### config.mk
export PLATFORM = sky130hd
export DESIGN_NAME = sotp_host_flat
export DESIGN_NICKNAME = d
export VERILOG_FILES = /design/src/rtl/sotp_pkg.sv /design/src/rtl/sotp_if.sv /design/src/rtl/sotp_host.sv /design/src/flat_wrapper.sv
export SDC_FILE = /design/constraint.sdc
export NUM_CORES = 1
export LEC_CHECK = 0
export ABC_AREA = 1
export BUFFER_PORTS_ARGS = -buffer_cell sky130_fd_sc_hd__buf_2
export CAP_MARGIN = 25
export CORE_ASPECT_RATIO = 0.9
export CORE_MARGIN = 1.5
export CORE_UTILIZATION = 58
export DETAILED_ROUTE_END_ITERATION = 16
export PLACE_DENSITY = 0.83
export SLEW_MARGIN = 0
export SYNTH_ARGS = -nofsm -noshare
export SYNTH_HDL_FRONTEND = slang
export SYNTH_SLANG_ARGS = --single-unit
export TNS_END_PERCENT = 50
### constraint.sdc
create_clock -name mclk -period 2.61 [get_ports mclk]
set_input_delay 0.522 -clock mclk [delete_from_list [all_inputs] [get_ports mclk]]
set_output_delay 0.522 -clock mclk [all_outputs]
set_load 0.02 [all_outputs]
### src/rtl/sotp_pkg.sv
// Package of constants shared by both ends of the serial programming port
// How it works
// - Chip select low, opcode then address start programming
// - Opcode bits sent 1,0,0,1,1,0,0,1
// - 24-bit address follows, highest bit first
// - Data byte after address gets programmed
// - Host raises chip select after last byte
// - Further bytes program successive incremented addresses
// - Address counter wraps from top to zero
// - Accept both idle clock levels, modes 0/3
// - Sample serial input on rising clock edge
// - All fields travel most significant bit first
// - Mode chosen at each chip select fall
// - Unknown opcode ignored until chip select rises
package sotp_pkg;
  localparam logic [7:0] SOTP_OP_PROG    = 8'h99;
  localparam int         SOTP_OP_BITS    = 8;
  localparam int         SOTP_ADDR_BITS  = 24;
  localparam int         SOTP_MEM_ABITS  = 16;
  localparam int         SOTP_HDR_BITS   = 32;
  localparam int         SOTP_MCLK_NS    = 50;
  localparam int         SOTP_SCK_HALF_NS = 7500;
  localparam int         SOTP_SCK_HALF_CYC = (SOTP_SCK_HALF_NS + SOTP_MCLK_NS - 1) / SOTP_MCLK_NS;
  localparam int         SOTP_CS_GAP_NS  = 2000;
  localparam int         SOTP_CS_GAP_CYC = (SOTP_CS_GAP_NS + SOTP_MCLK_NS - 1) / SOTP_MCLK_NS;
endpackage : sotp_pkg

### src/rtl/sotp_if.sv
// Interface carrying the serial programming link between host and device
`timescale 1ns/1ns
interface sotp_if;
  logic cs_n;
  logic sck;
  logic si;
  modport host   (output cs_n, output sck, output si);
  modport device (input cs_n, input sck, input si);
endinterface : sotp_if

### src/rtl/sotp_host.sv
// Host end: shifts opcode, address and burst of data bytes onto the link
`timescale 1ns/1ns
module sotp_host
  import sotp_pkg::*;
#(
  parameter int HALF_CYC = SOTP_SCK_HALF_CYC,
  parameter int GAP_CYC  = SOTP_CS_GAP_CYC
)(
  sotp_if.host             link,
  input  wire logic        mclk,
  input  wire logic        reset,
  input  wire logic        start,
  input  wire logic        idle_high,
  input  wire logic [23:0] start_addr,
  input  wire logic [7:0]  byte_data,
  input  wire logic        byte_last,
  output logic             byte_ready_ff,
  output logic             busy_ff,
  output logic             cs_n_ff,
  output logic             sck_ff,
  output logic             si_ff
);
  // Refuse counts that the 16-bit timer cannot hold
  if (HALF_CYC < 1 || HALF_CYC > 65535 || GAP_CYC < 1 || GAP_CYC > 65535) begin : g_bad_count
    $error("sotp_host: counts out of range");
  end

  typedef enum logic [3:0] {
    SOTP_IDLE = 4'b0001, SOTP_SETUP = 4'b0010, SOTP_SHIFT = 4'b0100, SOTP_GAP = 4'b1000
  } sotp_state_e;

  sotp_state_e state_ff, nxt_state;
  logic [31:0] sh_ff, nxt_sh;
  logic [5:0]  bits_ff, nxt_bits;
  logic [15:0] cnt_ff, nxt_cnt;
  logic        last_ff, nxt_last, hdr_ff, nxt_hdr, idle_ff, nxt_idle;
  logic        nxt_cs_n, nxt_sck, nxt_si, nxt_ready, nxt_busy;

  assign link.cs_n = cs_n_ff;
  assign link.sck  = sck_ff;
  assign link.si   = si_ff;

  // Frame sequencer: clock divided from mclk, data changes on falling edge
  always_comb begin
    nxt_state = state_ff;
    nxt_sh    = sh_ff;
    nxt_bits  = bits_ff;
    nxt_cnt   = cnt_ff;
    nxt_last  = last_ff;
    nxt_hdr   = hdr_ff;
    nxt_idle  = idle_ff;
    nxt_cs_n  = cs_n_ff;
    nxt_sck   = sck_ff;
    nxt_si    = si_ff;
    nxt_ready = 1'b0;
    nxt_busy  = (state_ff != SOTP_IDLE);
    case (state_ff)
      SOTP_IDLE: begin
        nxt_sck = idle_high;
        if (start) begin
          nxt_idle  = idle_high;
          nxt_sh    = {SOTP_OP_PROG, start_addr};
          nxt_bits  = 6'd32;
          nxt_hdr   = 1'b1;
          nxt_cs_n  = 1'b0;
          nxt_cnt   = 16'(HALF_CYC);
          nxt_busy  = 1'b1;
          nxt_state = SOTP_SETUP;
        end
      end
      SOTP_SETUP: begin
        nxt_si = sh_ff[31];
        if (cnt_ff == 16'h0001) begin
          nxt_sh    = {sh_ff[30:0], 1'b0};
          nxt_sck   = 1'b0;
          nxt_cnt   = 16'(HALF_CYC);
          nxt_state = SOTP_SHIFT;
        end else begin
          nxt_cnt = cnt_ff - 16'h0001;
        end
      end
      SOTP_SHIFT: begin
        if (cnt_ff != 16'h0001) begin
          nxt_cnt = cnt_ff - 16'h0001;
        end else begin
          nxt_cnt = 16'(HALF_CYC);
          if (!sck_ff) begin
            nxt_sck  = 1'b1;
            nxt_bits = bits_ff - 6'd1;
          end else if (bits_ff == 6'd0 && hdr_ff) begin
            nxt_sck   = 1'b0;
            nxt_hdr   = 1'b0;
            nxt_last  = byte_last;
            nxt_ready = 1'b1;
            nxt_si    = byte_data[7];
            nxt_sh    = {byte_data[6:0], 25'h0000000};
            nxt_bits  = 6'd8;
          end else if (bits_ff == 6'd0 && !last_ff) begin
            nxt_sck   = 1'b0;
            nxt_last  = byte_last;
            nxt_ready = 1'b1;
            nxt_si    = byte_data[7];
            nxt_sh    = {byte_data[6:0], 25'h0000000};
            nxt_bits  = 6'd8;
          end else if (bits_ff == 6'd0) begin
            nxt_sck   = idle_ff;
            nxt_cs_n  = 1'b1;
            nxt_cnt   = 16'(GAP_CYC);
            nxt_state = SOTP_GAP;
          end else begin
            nxt_sck = 1'b0;
            nxt_si  = sh_ff[31];
            nxt_sh  = {sh_ff[30:0], 1'b0};
          end
        end
      end
      SOTP_GAP: begin
        if (cnt_ff == 16'h0001) begin
          nxt_state = SOTP_IDLE;
        end else begin
          nxt_cnt = cnt_ff - 16'h0001;
        end
      end
      default: nxt_state = SOTP_IDLE;
    endcase
  end

  // Registers of the host sequencer
  always_ff @(posedge mclk or posedge reset) begin
    if (reset) begin
      state_ff      <= SOTP_IDLE;
      sh_ff         <= 32'h0000_0000;
      bits_ff       <= 6'h00;
      cnt_ff        <= 16'h0000;
      last_ff       <= 1'b0;
      hdr_ff        <= 1'b0;
      idle_ff       <= 1'b0;
      cs_n_ff       <= 1'b1;
      sck_ff        <= 1'b0;
      si_ff         <= 1'b0;
      byte_ready_ff <= 1'b0;
      busy_ff       <= 1'b0;
    end else begin
      state_ff      <= nxt_state;
      sh_ff         <= nxt_sh;
      bits_ff       <= nxt_bits;
      cnt_ff        <= nxt_cnt;
      last_ff       <= nxt_last;
      hdr_ff        <= nxt_hdr;
      idle_ff       <= nxt_idle;
      cs_n_ff       <= nxt_cs_n;
      sck_ff        <= nxt_sck;
      si_ff         <= nxt_si;
      byte_ready_ff <= nxt_ready;
      busy_ff       <= nxt_busy;
    end
  end
endmodule : sotp_host

### src/flat_wrapper.sv
// flat-port wrapper written by rule: the top's interface ports become plain ports
module sotp_host_flat import sotp_pkg::*;
#(
  parameter int HALF_CYC = SOTP_SCK_HALF_CYC,
  parameter int GAP_CYC  = SOTP_CS_GAP_CYC
)
  (mclk, reset, start, idle_high, start_addr, byte_data, byte_last, byte_ready_ff, busy_ff, cs_n_ff, sck_ff, si_ff, link_cs_n, link_sck, link_si);
  sotp_if link_i ();
  input  wire logic mclk;
  input  wire logic reset;
  input  wire logic start;
  input  wire logic idle_high;
  input  wire logic [23:0] start_addr;
  input  wire logic [7:0] byte_data;
  input  wire logic byte_last;
  output logic byte_ready_ff;
  output logic busy_ff;
  output logic cs_n_ff;
  output logic sck_ff;
  output logic si_ff;
  output wire logic [$bits(link_i.cs_n)-1:0] link_cs_n;
  output wire logic [$bits(link_i.sck)-1:0] link_sck;
  output wire logic [$bits(link_i.si)-1:0] link_si;
  assign link_cs_n = link_i.cs_n;
  assign link_sck = link_i.sck;
  assign link_si = link_i.si;
  sotp_host #(.HALF_CYC(HALF_CYC), .GAP_CYC(GAP_CYC)) u_core (.link(link_i), .mclk(mclk), .reset(reset), .start(start), .idle_high(idle_high), .start_addr(start_addr), .byte_data(byte_data), .byte_last(byte_last), .byte_ready_ff(byte_ready_ff), .busy_ff(busy_ff), .cs_n_ff(cs_n_ff), .sck_ff(sck_ff), .si_ff(si_ff));
endmodule
======== After elaboration in Yosys (flattened, before gate mapping) ========
Index checks and enable logic that the tools add are counted.
word-level totals
  register bits ........................... 66
  output and inout port bits .............. 8
operators by class
  add/subtract/negate cells ............... 2
  equal/unequal tests ..................... 19
  mux-type cells .......................... 66
  bitwise logic cells ..................... 1
  reduce and logical (&&, ||, !) cells .... 19
operators by type and width
  kind                                                                  count
  32-bit 2-to-1 mux                                                     7
  16-bit 2-to-1 mux                                                     7
  32-bit one-hot mux with 3 select lines                                1
  16-bit one-hot mux with 4 select lines                                1
  4-bit 2-to-1 mux                                                      8
  1-bit 2-to-1 mux                                                      30
  6-bit 2-to-1 mux                                                      5
  16-bit by 1-bit == test with 1-bit output, second input constant      1
  16-bit by 1-bit != test with 1-bit output, second input constant      1
  4-bit one-hot mux with 4 select lines                                 1
  16-bit by 1-bit subtractor with 16-bit output, second input constant  1
  6-bit one-hot mux with 2 select lines                                 1
  4-bit AND reduction                                                   3
  2-bit by 1-bit != test with 1-bit output, second input constant       5
  2-bit != test, second input constant                                  5
  8-bit 2-to-1 mux                                                      1
  4-bit != test, second input constant                                  2
  8-bit AND reduction                                                   1
  7-bit AND reduction                                                   1
  6-bit logical NOT                                                     1
  1-bit one-hot mux with 2 select lines                                 3
  3-bit AND reduction                                                   2
  6-bit AND reduction                                                   1
  2-bit nonzero test                                                    3
  other kinds (14)                                                      15

======== Depth between registers and ports, before layout ========
  word-level depth ........................ 7
  mapped depth ............................ 15

======== Worst setup path before layout ========
Ideal clock, no wire load.
  kind .................................... register to register
  start ................................... reg u_core.cnt_ff[1]
  end ..................................... reg u_core.sh_ff[23]
  setup time .............................. 0.124 ns
  data arrival time ....................... 1.605 ns
  data required time ...................... 2.486 ns
  path slack .............................. 0.881 ns
  cell stages (with the launch flop) ...... 16
  buffers on the path ..................... 2
  clock period less this slack ............ 1.729 ns
  cell sequence ........................... dfrtp_1 -> inv_1 -> ha_1 -> inv_1 -> nor2_1 -> nand2_1 -> nor2_4 -> nand2_4 -> nand2_2 -> nand2_1 -> nor2_2 -> nand2_2 -> buf_6 -> buf_6 -> nand2_1 -> o21ai_1
on the way
  word-level cells in the longest chain between the ends .. 3
RTL lines
  item                                                                                                           RTL line                          text
  from (decl)                                                                                                    sotp_host.sv:35                   logic [15:0] cnt_ff, nxt_cnt;
  from (signal assigned)                                                                                         sotp_host.sv:147                  cnt_ff <= nxt_cnt;
  16-bit by 1-bit != test with 1-bit output / 16-bit by 1-bit == test with 1-bit output (equally long branches)  sotp_host.sv:83, sotp_host.sv:73
  2-bit != test (no line) / 2-bit by 1-bit != test with 1-bit output (equally long branches)                     -
  6-bit AND reduction (no line) (*)                                                                              -
  to (signal assigned)                                                                                           sotp_host.sv:145                  sh_ff <= nxt_sh;
  to (decl)                                                                                                      sotp_host.sv:33                   logic [31:0] sh_ff, nxt_sh;
Every way passes the cells marked *; elsewhere a longest branch is shown, timed or not.
A chain may end at the register's enable or synchronous reset.

======== Worst setup path after layout ========
  start ................................... reg u_core.state_ff[1]
  end ..................................... reg u_core.sh_ff[2]
on the way
  word-level cells in the longest chain between the ends .. 3
RTL lines
  item                                                              RTL line          text
  from (decl)                                                       sotp_host.sv:32   sotp_state_e state_ff, nxt_state;
  from (signal assigned)                                            sotp_host.sv:144  state_ff <= nxt_state;
  4-bit by 3-bit == test with 1-bit output (tied with other cells)  sotp_host.sv:57   case (state_ff)
  4-bit != test (no line) (tied with other cells)                   -
  6-bit AND reduction (no line)                                     -
Several ways; a longest one is shown, not always the timed one.

==> impl_metrics.xml <==
<?xml version="1.0" encoding="UTF-8"?>
<metrics>
  <group name="run_status">
    <metric name="outcome" unit="">complete, no violations</metric>
  </group>
  <group name="grt">
    <metric name="grtUsageTotal" unit="">0.264</metric>
    <metric name="maximum_number_of_pins_on_one_net_before_global_route_repair" unit="">47</metric>
    <metric name="globalRouteMet2Util" unit="">0.430</metric>
    <metric name="grt.met1_usage" unit="">0.346</metric>
    <metric name="overflow" unit="">0</metric>
    <metric name="busiest_layer" unit="">met2</metric>
    <metric name="grt_util_met3" unit="">0.0579</metric>
    <metric name="grt_first_pass_wirelength" unit="µm">14300</metric>
    <metric name="via_count_of_the_first_global_routing_pass" unit="">3222</metric>
    <metric name="antenna_violations_before_repair" unit="">0</metric>
  </group>
  <group name="setup_path">
    <metric name="critical_path_class" unit="">flip-flop to flip-flop</metric>
    <metric name="cpMostUsedCell" unit="">nand2_1</metric>
    <metric name="worst_ep_required_time" unit="ns">2.88</metric>
    <metric name="cp_cell_sequence" unit="">nor2_1 -&gt; nand2_1 -&gt; inv_2 -&gt; nand2_1 -&gt; nand2_1 -&gt; inv_2 -&gt; nand2_2 -&gt; buf_12 -&gt; nand2_1 -&gt; o21ai_1</metric>
    <metric name="critical-path-slowest-cell" unit="">dfrtp_1</metric>
    <metric name="stage_delay_of_the_slowest_cell_on_the_critical_path" unit="ns">0.39</metric>
    <metric name="timing.critical_path.to_type" unit="">flip-flop</metric>
    <metric name="critical_path_arrival" unit="ns">2.49</metric>
    <metric name="reg2reg_setup_slack" unit="ns">0.38</metric>
    <metric name="cp_max_fo" unit="">46</metric>
    <metric name="path_delay_family" unit="">simple AND/OR/NAND/NOR gates</metric>
    <metric name="worst_setup_path_start_kind" unit="">flip-flop</metric>
    <metric name="critical_path_buf_inv_count" unit="">3</metric>
  </group>
  <group name="floorplan">
    <metric name="fp.dieH" unit="µm">79.7</metric>
    <metric name="floorplan.core_area" unit="µm²">6220</metric>
    <metric name="placement_rows" unit="">27</metric>
    <metric name="start_util" unit="">0.609</metric>
    <metric name="num_io_pins" unit="">45</metric>
    <metric name="fp.dieArea" unit="µm²">7020</metric>
    <metric name="dieWidth" unit="µm">88.2</metric>
  </group>
  <group name="place">
    <metric name="routability_congestion" unit="">0.874</metric>
    <metric name="port_buffers" unit="">44</metric>
    <metric name="dp_hpwl" unit="µm">5650</metric>
  </group>
  <group name="synthesis">
    <metric name="synth_fp_nets" unit="">552</metric>
    <metric name="synth_area_per_cell" unit="µm²">7.41</metric>
    <metric name="synthesis.instances" unit="">511</metric>
    <metric name="yosys_warnings" unit="">0</metric>
    <metric name="mappedNetlistArea" unit="µm²">3790</metric>
    <metric name="ys_seq_elements" unit="">66</metric>
    <metric name="netlist-cell-type-count" unit="">32</metric>
    <metric name="synth_sequential_area_ratio" unit="">0.437</metric>
  </group>
  <group name="sta">
    <metric name="timing.max_slew.rel_slack" unit="">0.607</metric>
    <metric name="report.final.slew_viol_count" unit="">0</metric>
    <metric name="layout_worst_path_cycle_share" unit="">0.854</metric>
    <metric name="setup_violations" unit="">0</metric>
    <metric name="finalHoldViolations" unit="">0</metric>
    <metric name="final.min_clock_period" unit="ns">2.23</metric>
    <metric name="totalNegativeSetupSlack" unit="ns">0</metric>
    <metric name="fin_skew" unit="ns">0.00797</metric>
    <metric name="rsz0062_at_grt" unit="">no</metric>
    <metric name="worst-slew-pin-transition" unit="ns">0.589</metric>
    <metric name="maxClockFrequency" unit="MHz">449</metric>
    <metric name="hold-worst-slack" unit="ns">0.242</metric>
  </group>
  <group name="drt">
    <metric name="route.antenna.remaining_nets" unit="">0</metric>
    <metric name="detail_route.drc_violations" unit="">0</metric>
    <metric name="via_count" unit="">3422</metric>
    <metric name="routed_wl" unit="µm">8270</metric>
    <metric name="detail_route.vias_per_cell" unit="">5.33</metric>
    <metric name="drt_iter0_drc" unit="">242</metric>
    <metric name="route.detailed.wl_per_inst" unit="µm">12.9</metric>
    <metric name="drt_pre_antenna_iters" unit="">4</metric>
  </group>
  <group name="clocking">
    <metric name="htree_levels" unit="">3</metric>
    <metric name="clockBufferDepth" unit="">2</metric>
    <metric name="cts_made_buffers" unit="">9</metric>
    <metric name="number_of_gates_resized_after_cts" unit="">0</metric>
    <metric name="buffer_cell_driving_the_clock_tree_root" unit="">clkbuf_8</metric>
    <metric name="cts.reportedPaths.clkPinSlew" unit="ns">0.07</metric>
    <metric name="worst_skew_pair.late_latency" unit="ns">0.34</metric>
    <metric name="tritoncts" unit="">built</metric>
    <metric name="hold_bufs_at_cts" unit="">0</metric>
    <metric name="clock_sinks" unit="">66</metric>
    <metric name="cts_setup_buffers" unit="">0</metric>
  </group>
  <group name="finish">
    <metric name="layout.cells.most_common_list" unit="">nand2_1, dfrtp_1, inv_1, buf_2, nor2_1</metric>
    <metric name="num_antenna_cells" unit="">0</metric>
    <metric name="leading_cell_type_in_the_layout_fill_and_taps_excluded" unit="">nand2_1</metric>
    <metric name="finish.net_count" unit="">591</metric>
    <metric name="drive_above_1_share" unit="">0.175</metric>
    <metric name="areaGrowthSynthToFinish" unit="%">12.6</metric>
  </group>
  <group name="run">
    <metric name="drv_cap" unit="">0</metric>
  </group>
  <group name="hold_path">
    <metric name="min-delay-path-class" unit="">input pin to asynchronous set/reset pin</metric>
  </group>
  <group name="power">
    <metric name="power.density_cell_area" unit="nW/µm²">997</metric>
    <metric name="ir_drop" unit="V">0.000531</metric>
    <metric name="cellLeakagePower" unit="nW">2.26</metric>
  </group>
</metrics>
-- through the flow --
step                      std cells  power, mW   util  instance area [µm²]  setup WS, ns
after floorplan                 511       2.98      -                 3790         0.437
after global placement          626       3.22  0.651                 4040         0.541
after detailed placement        626       3.30  0.651                 4040         0.445
after CTS                       642       4.26  0.686                 4260         0.418
after global routing            642       4.61  0.686                 4260         0.180
final                           642       4.25  0.686                 4260         0.381
-- report_power, final --
part	internal [mW]	total [mW]	switching [mW]
clock	0.561	0.945	0.385
sequential	1.36	1.55	0.189
combinational	0.571	1.76	1.19
-- cell usage after synthesis --
master	n	area share
clkbuf_1	2	0.0020
a21boi_0	23	0.046
o211ai_1	1	0.0020
nand2_4	1	0.0030
nor3b_1	1	0.0020
inv_1	45	0.045
o31ai_1	2	0.0040
clkinv_1	1	0.00099
nand3_1	38	0.050
a32oi_1	1	0.0023
a21oi_1	18	0.024
ha_1	4	0.013
dfstp_2	2	0.014
xnor2_1	1	0.0023
nor2_4	4	0.012
o21ai_1	29	0.038
buf_2	11	0.015
nor3_1	2	0.0026
buf_6	3	0.0089
nand2_1	163	0.16
nand4_1	10	0.017
dfrtp_1	64	0.42
o21ai_0	10	0.013
buf_4	3	0.0059
or2_2	1	0.0017
o21ai_2	5	0.012
nor2_2	4	0.0066
xor2_1	4	0.0093
inv_2	8	0.0079
nor2_1	41	0.041
nand3_2	1	0.0026
nand2_2	8	0.013
-- metal layers --
layer | up-vias | share of wire
met5 | - | 0
li1 | 1724 | -
met3 | 13 | 0.049
met1 | 1598 | 0.45
met2 | 87 | 0.48
met4 | 0 | 0.014
-- sequential cells by signal, indices dropped and copies added, names as in the netlist, 4 cells and up --
| signal | flops |
|---|---|
| u_core.sh_ff | 32 |
| u_core.state_ff | 4 |
| u_core.bits_ff | 6 |
| u_core.cnt_ff | 16 |
-- cells by family after synthesis --
kind of cell | synth area share
AND/OR/NAND/NOR | 0.313
AO/OA/AOI/OAI | 0.141
buffers and inverters | 0.0849
flip-flops | 0.437
XOR/XNOR | 0.0116
adder cells (fa/ha/maj) | 0.0132
-- final timing paths --
check	startpoint	endpoint	depth (start not counted)
worst min-delay path	reset	u_core.sh_ff[6]$_DFFE_PP0P_	2
worst max-delay path	u_core.state_ff[1]$_DFFE_PP0P_	u_core.sh_ff[2]$_DFFE_PP0P_	10
max in group asynchronous	reset	u_core.cs_n_ff$_DFFE_PP1P_	3
worst min register to register	u_core.sh_ff[15]$_DFFE_PP0P_	u_core.sh_ff[15]$_DFFE_PP0P_	2
min in group mclk	byte_last	u_core.last_ff$_DFFE_PP0P_	3
worst max register to register	u_core.state_ff[1]$_DFFE_PP0P_	u_core.sh_ff[2]$_DFFE_PP0P_	10
-- final cells by class --
class / count / area, µm²
inverter: 54 / 203
fill: 541 / 1950
clock inverter: 5 / 77.6
multi-input combinational: 372 / 1810
clock buffer: 11 / 141
sequential: 66 / 1650
timing repair buffer: 47 / 268
tap: 87 / 109
(Power assumes the default switching activity.)
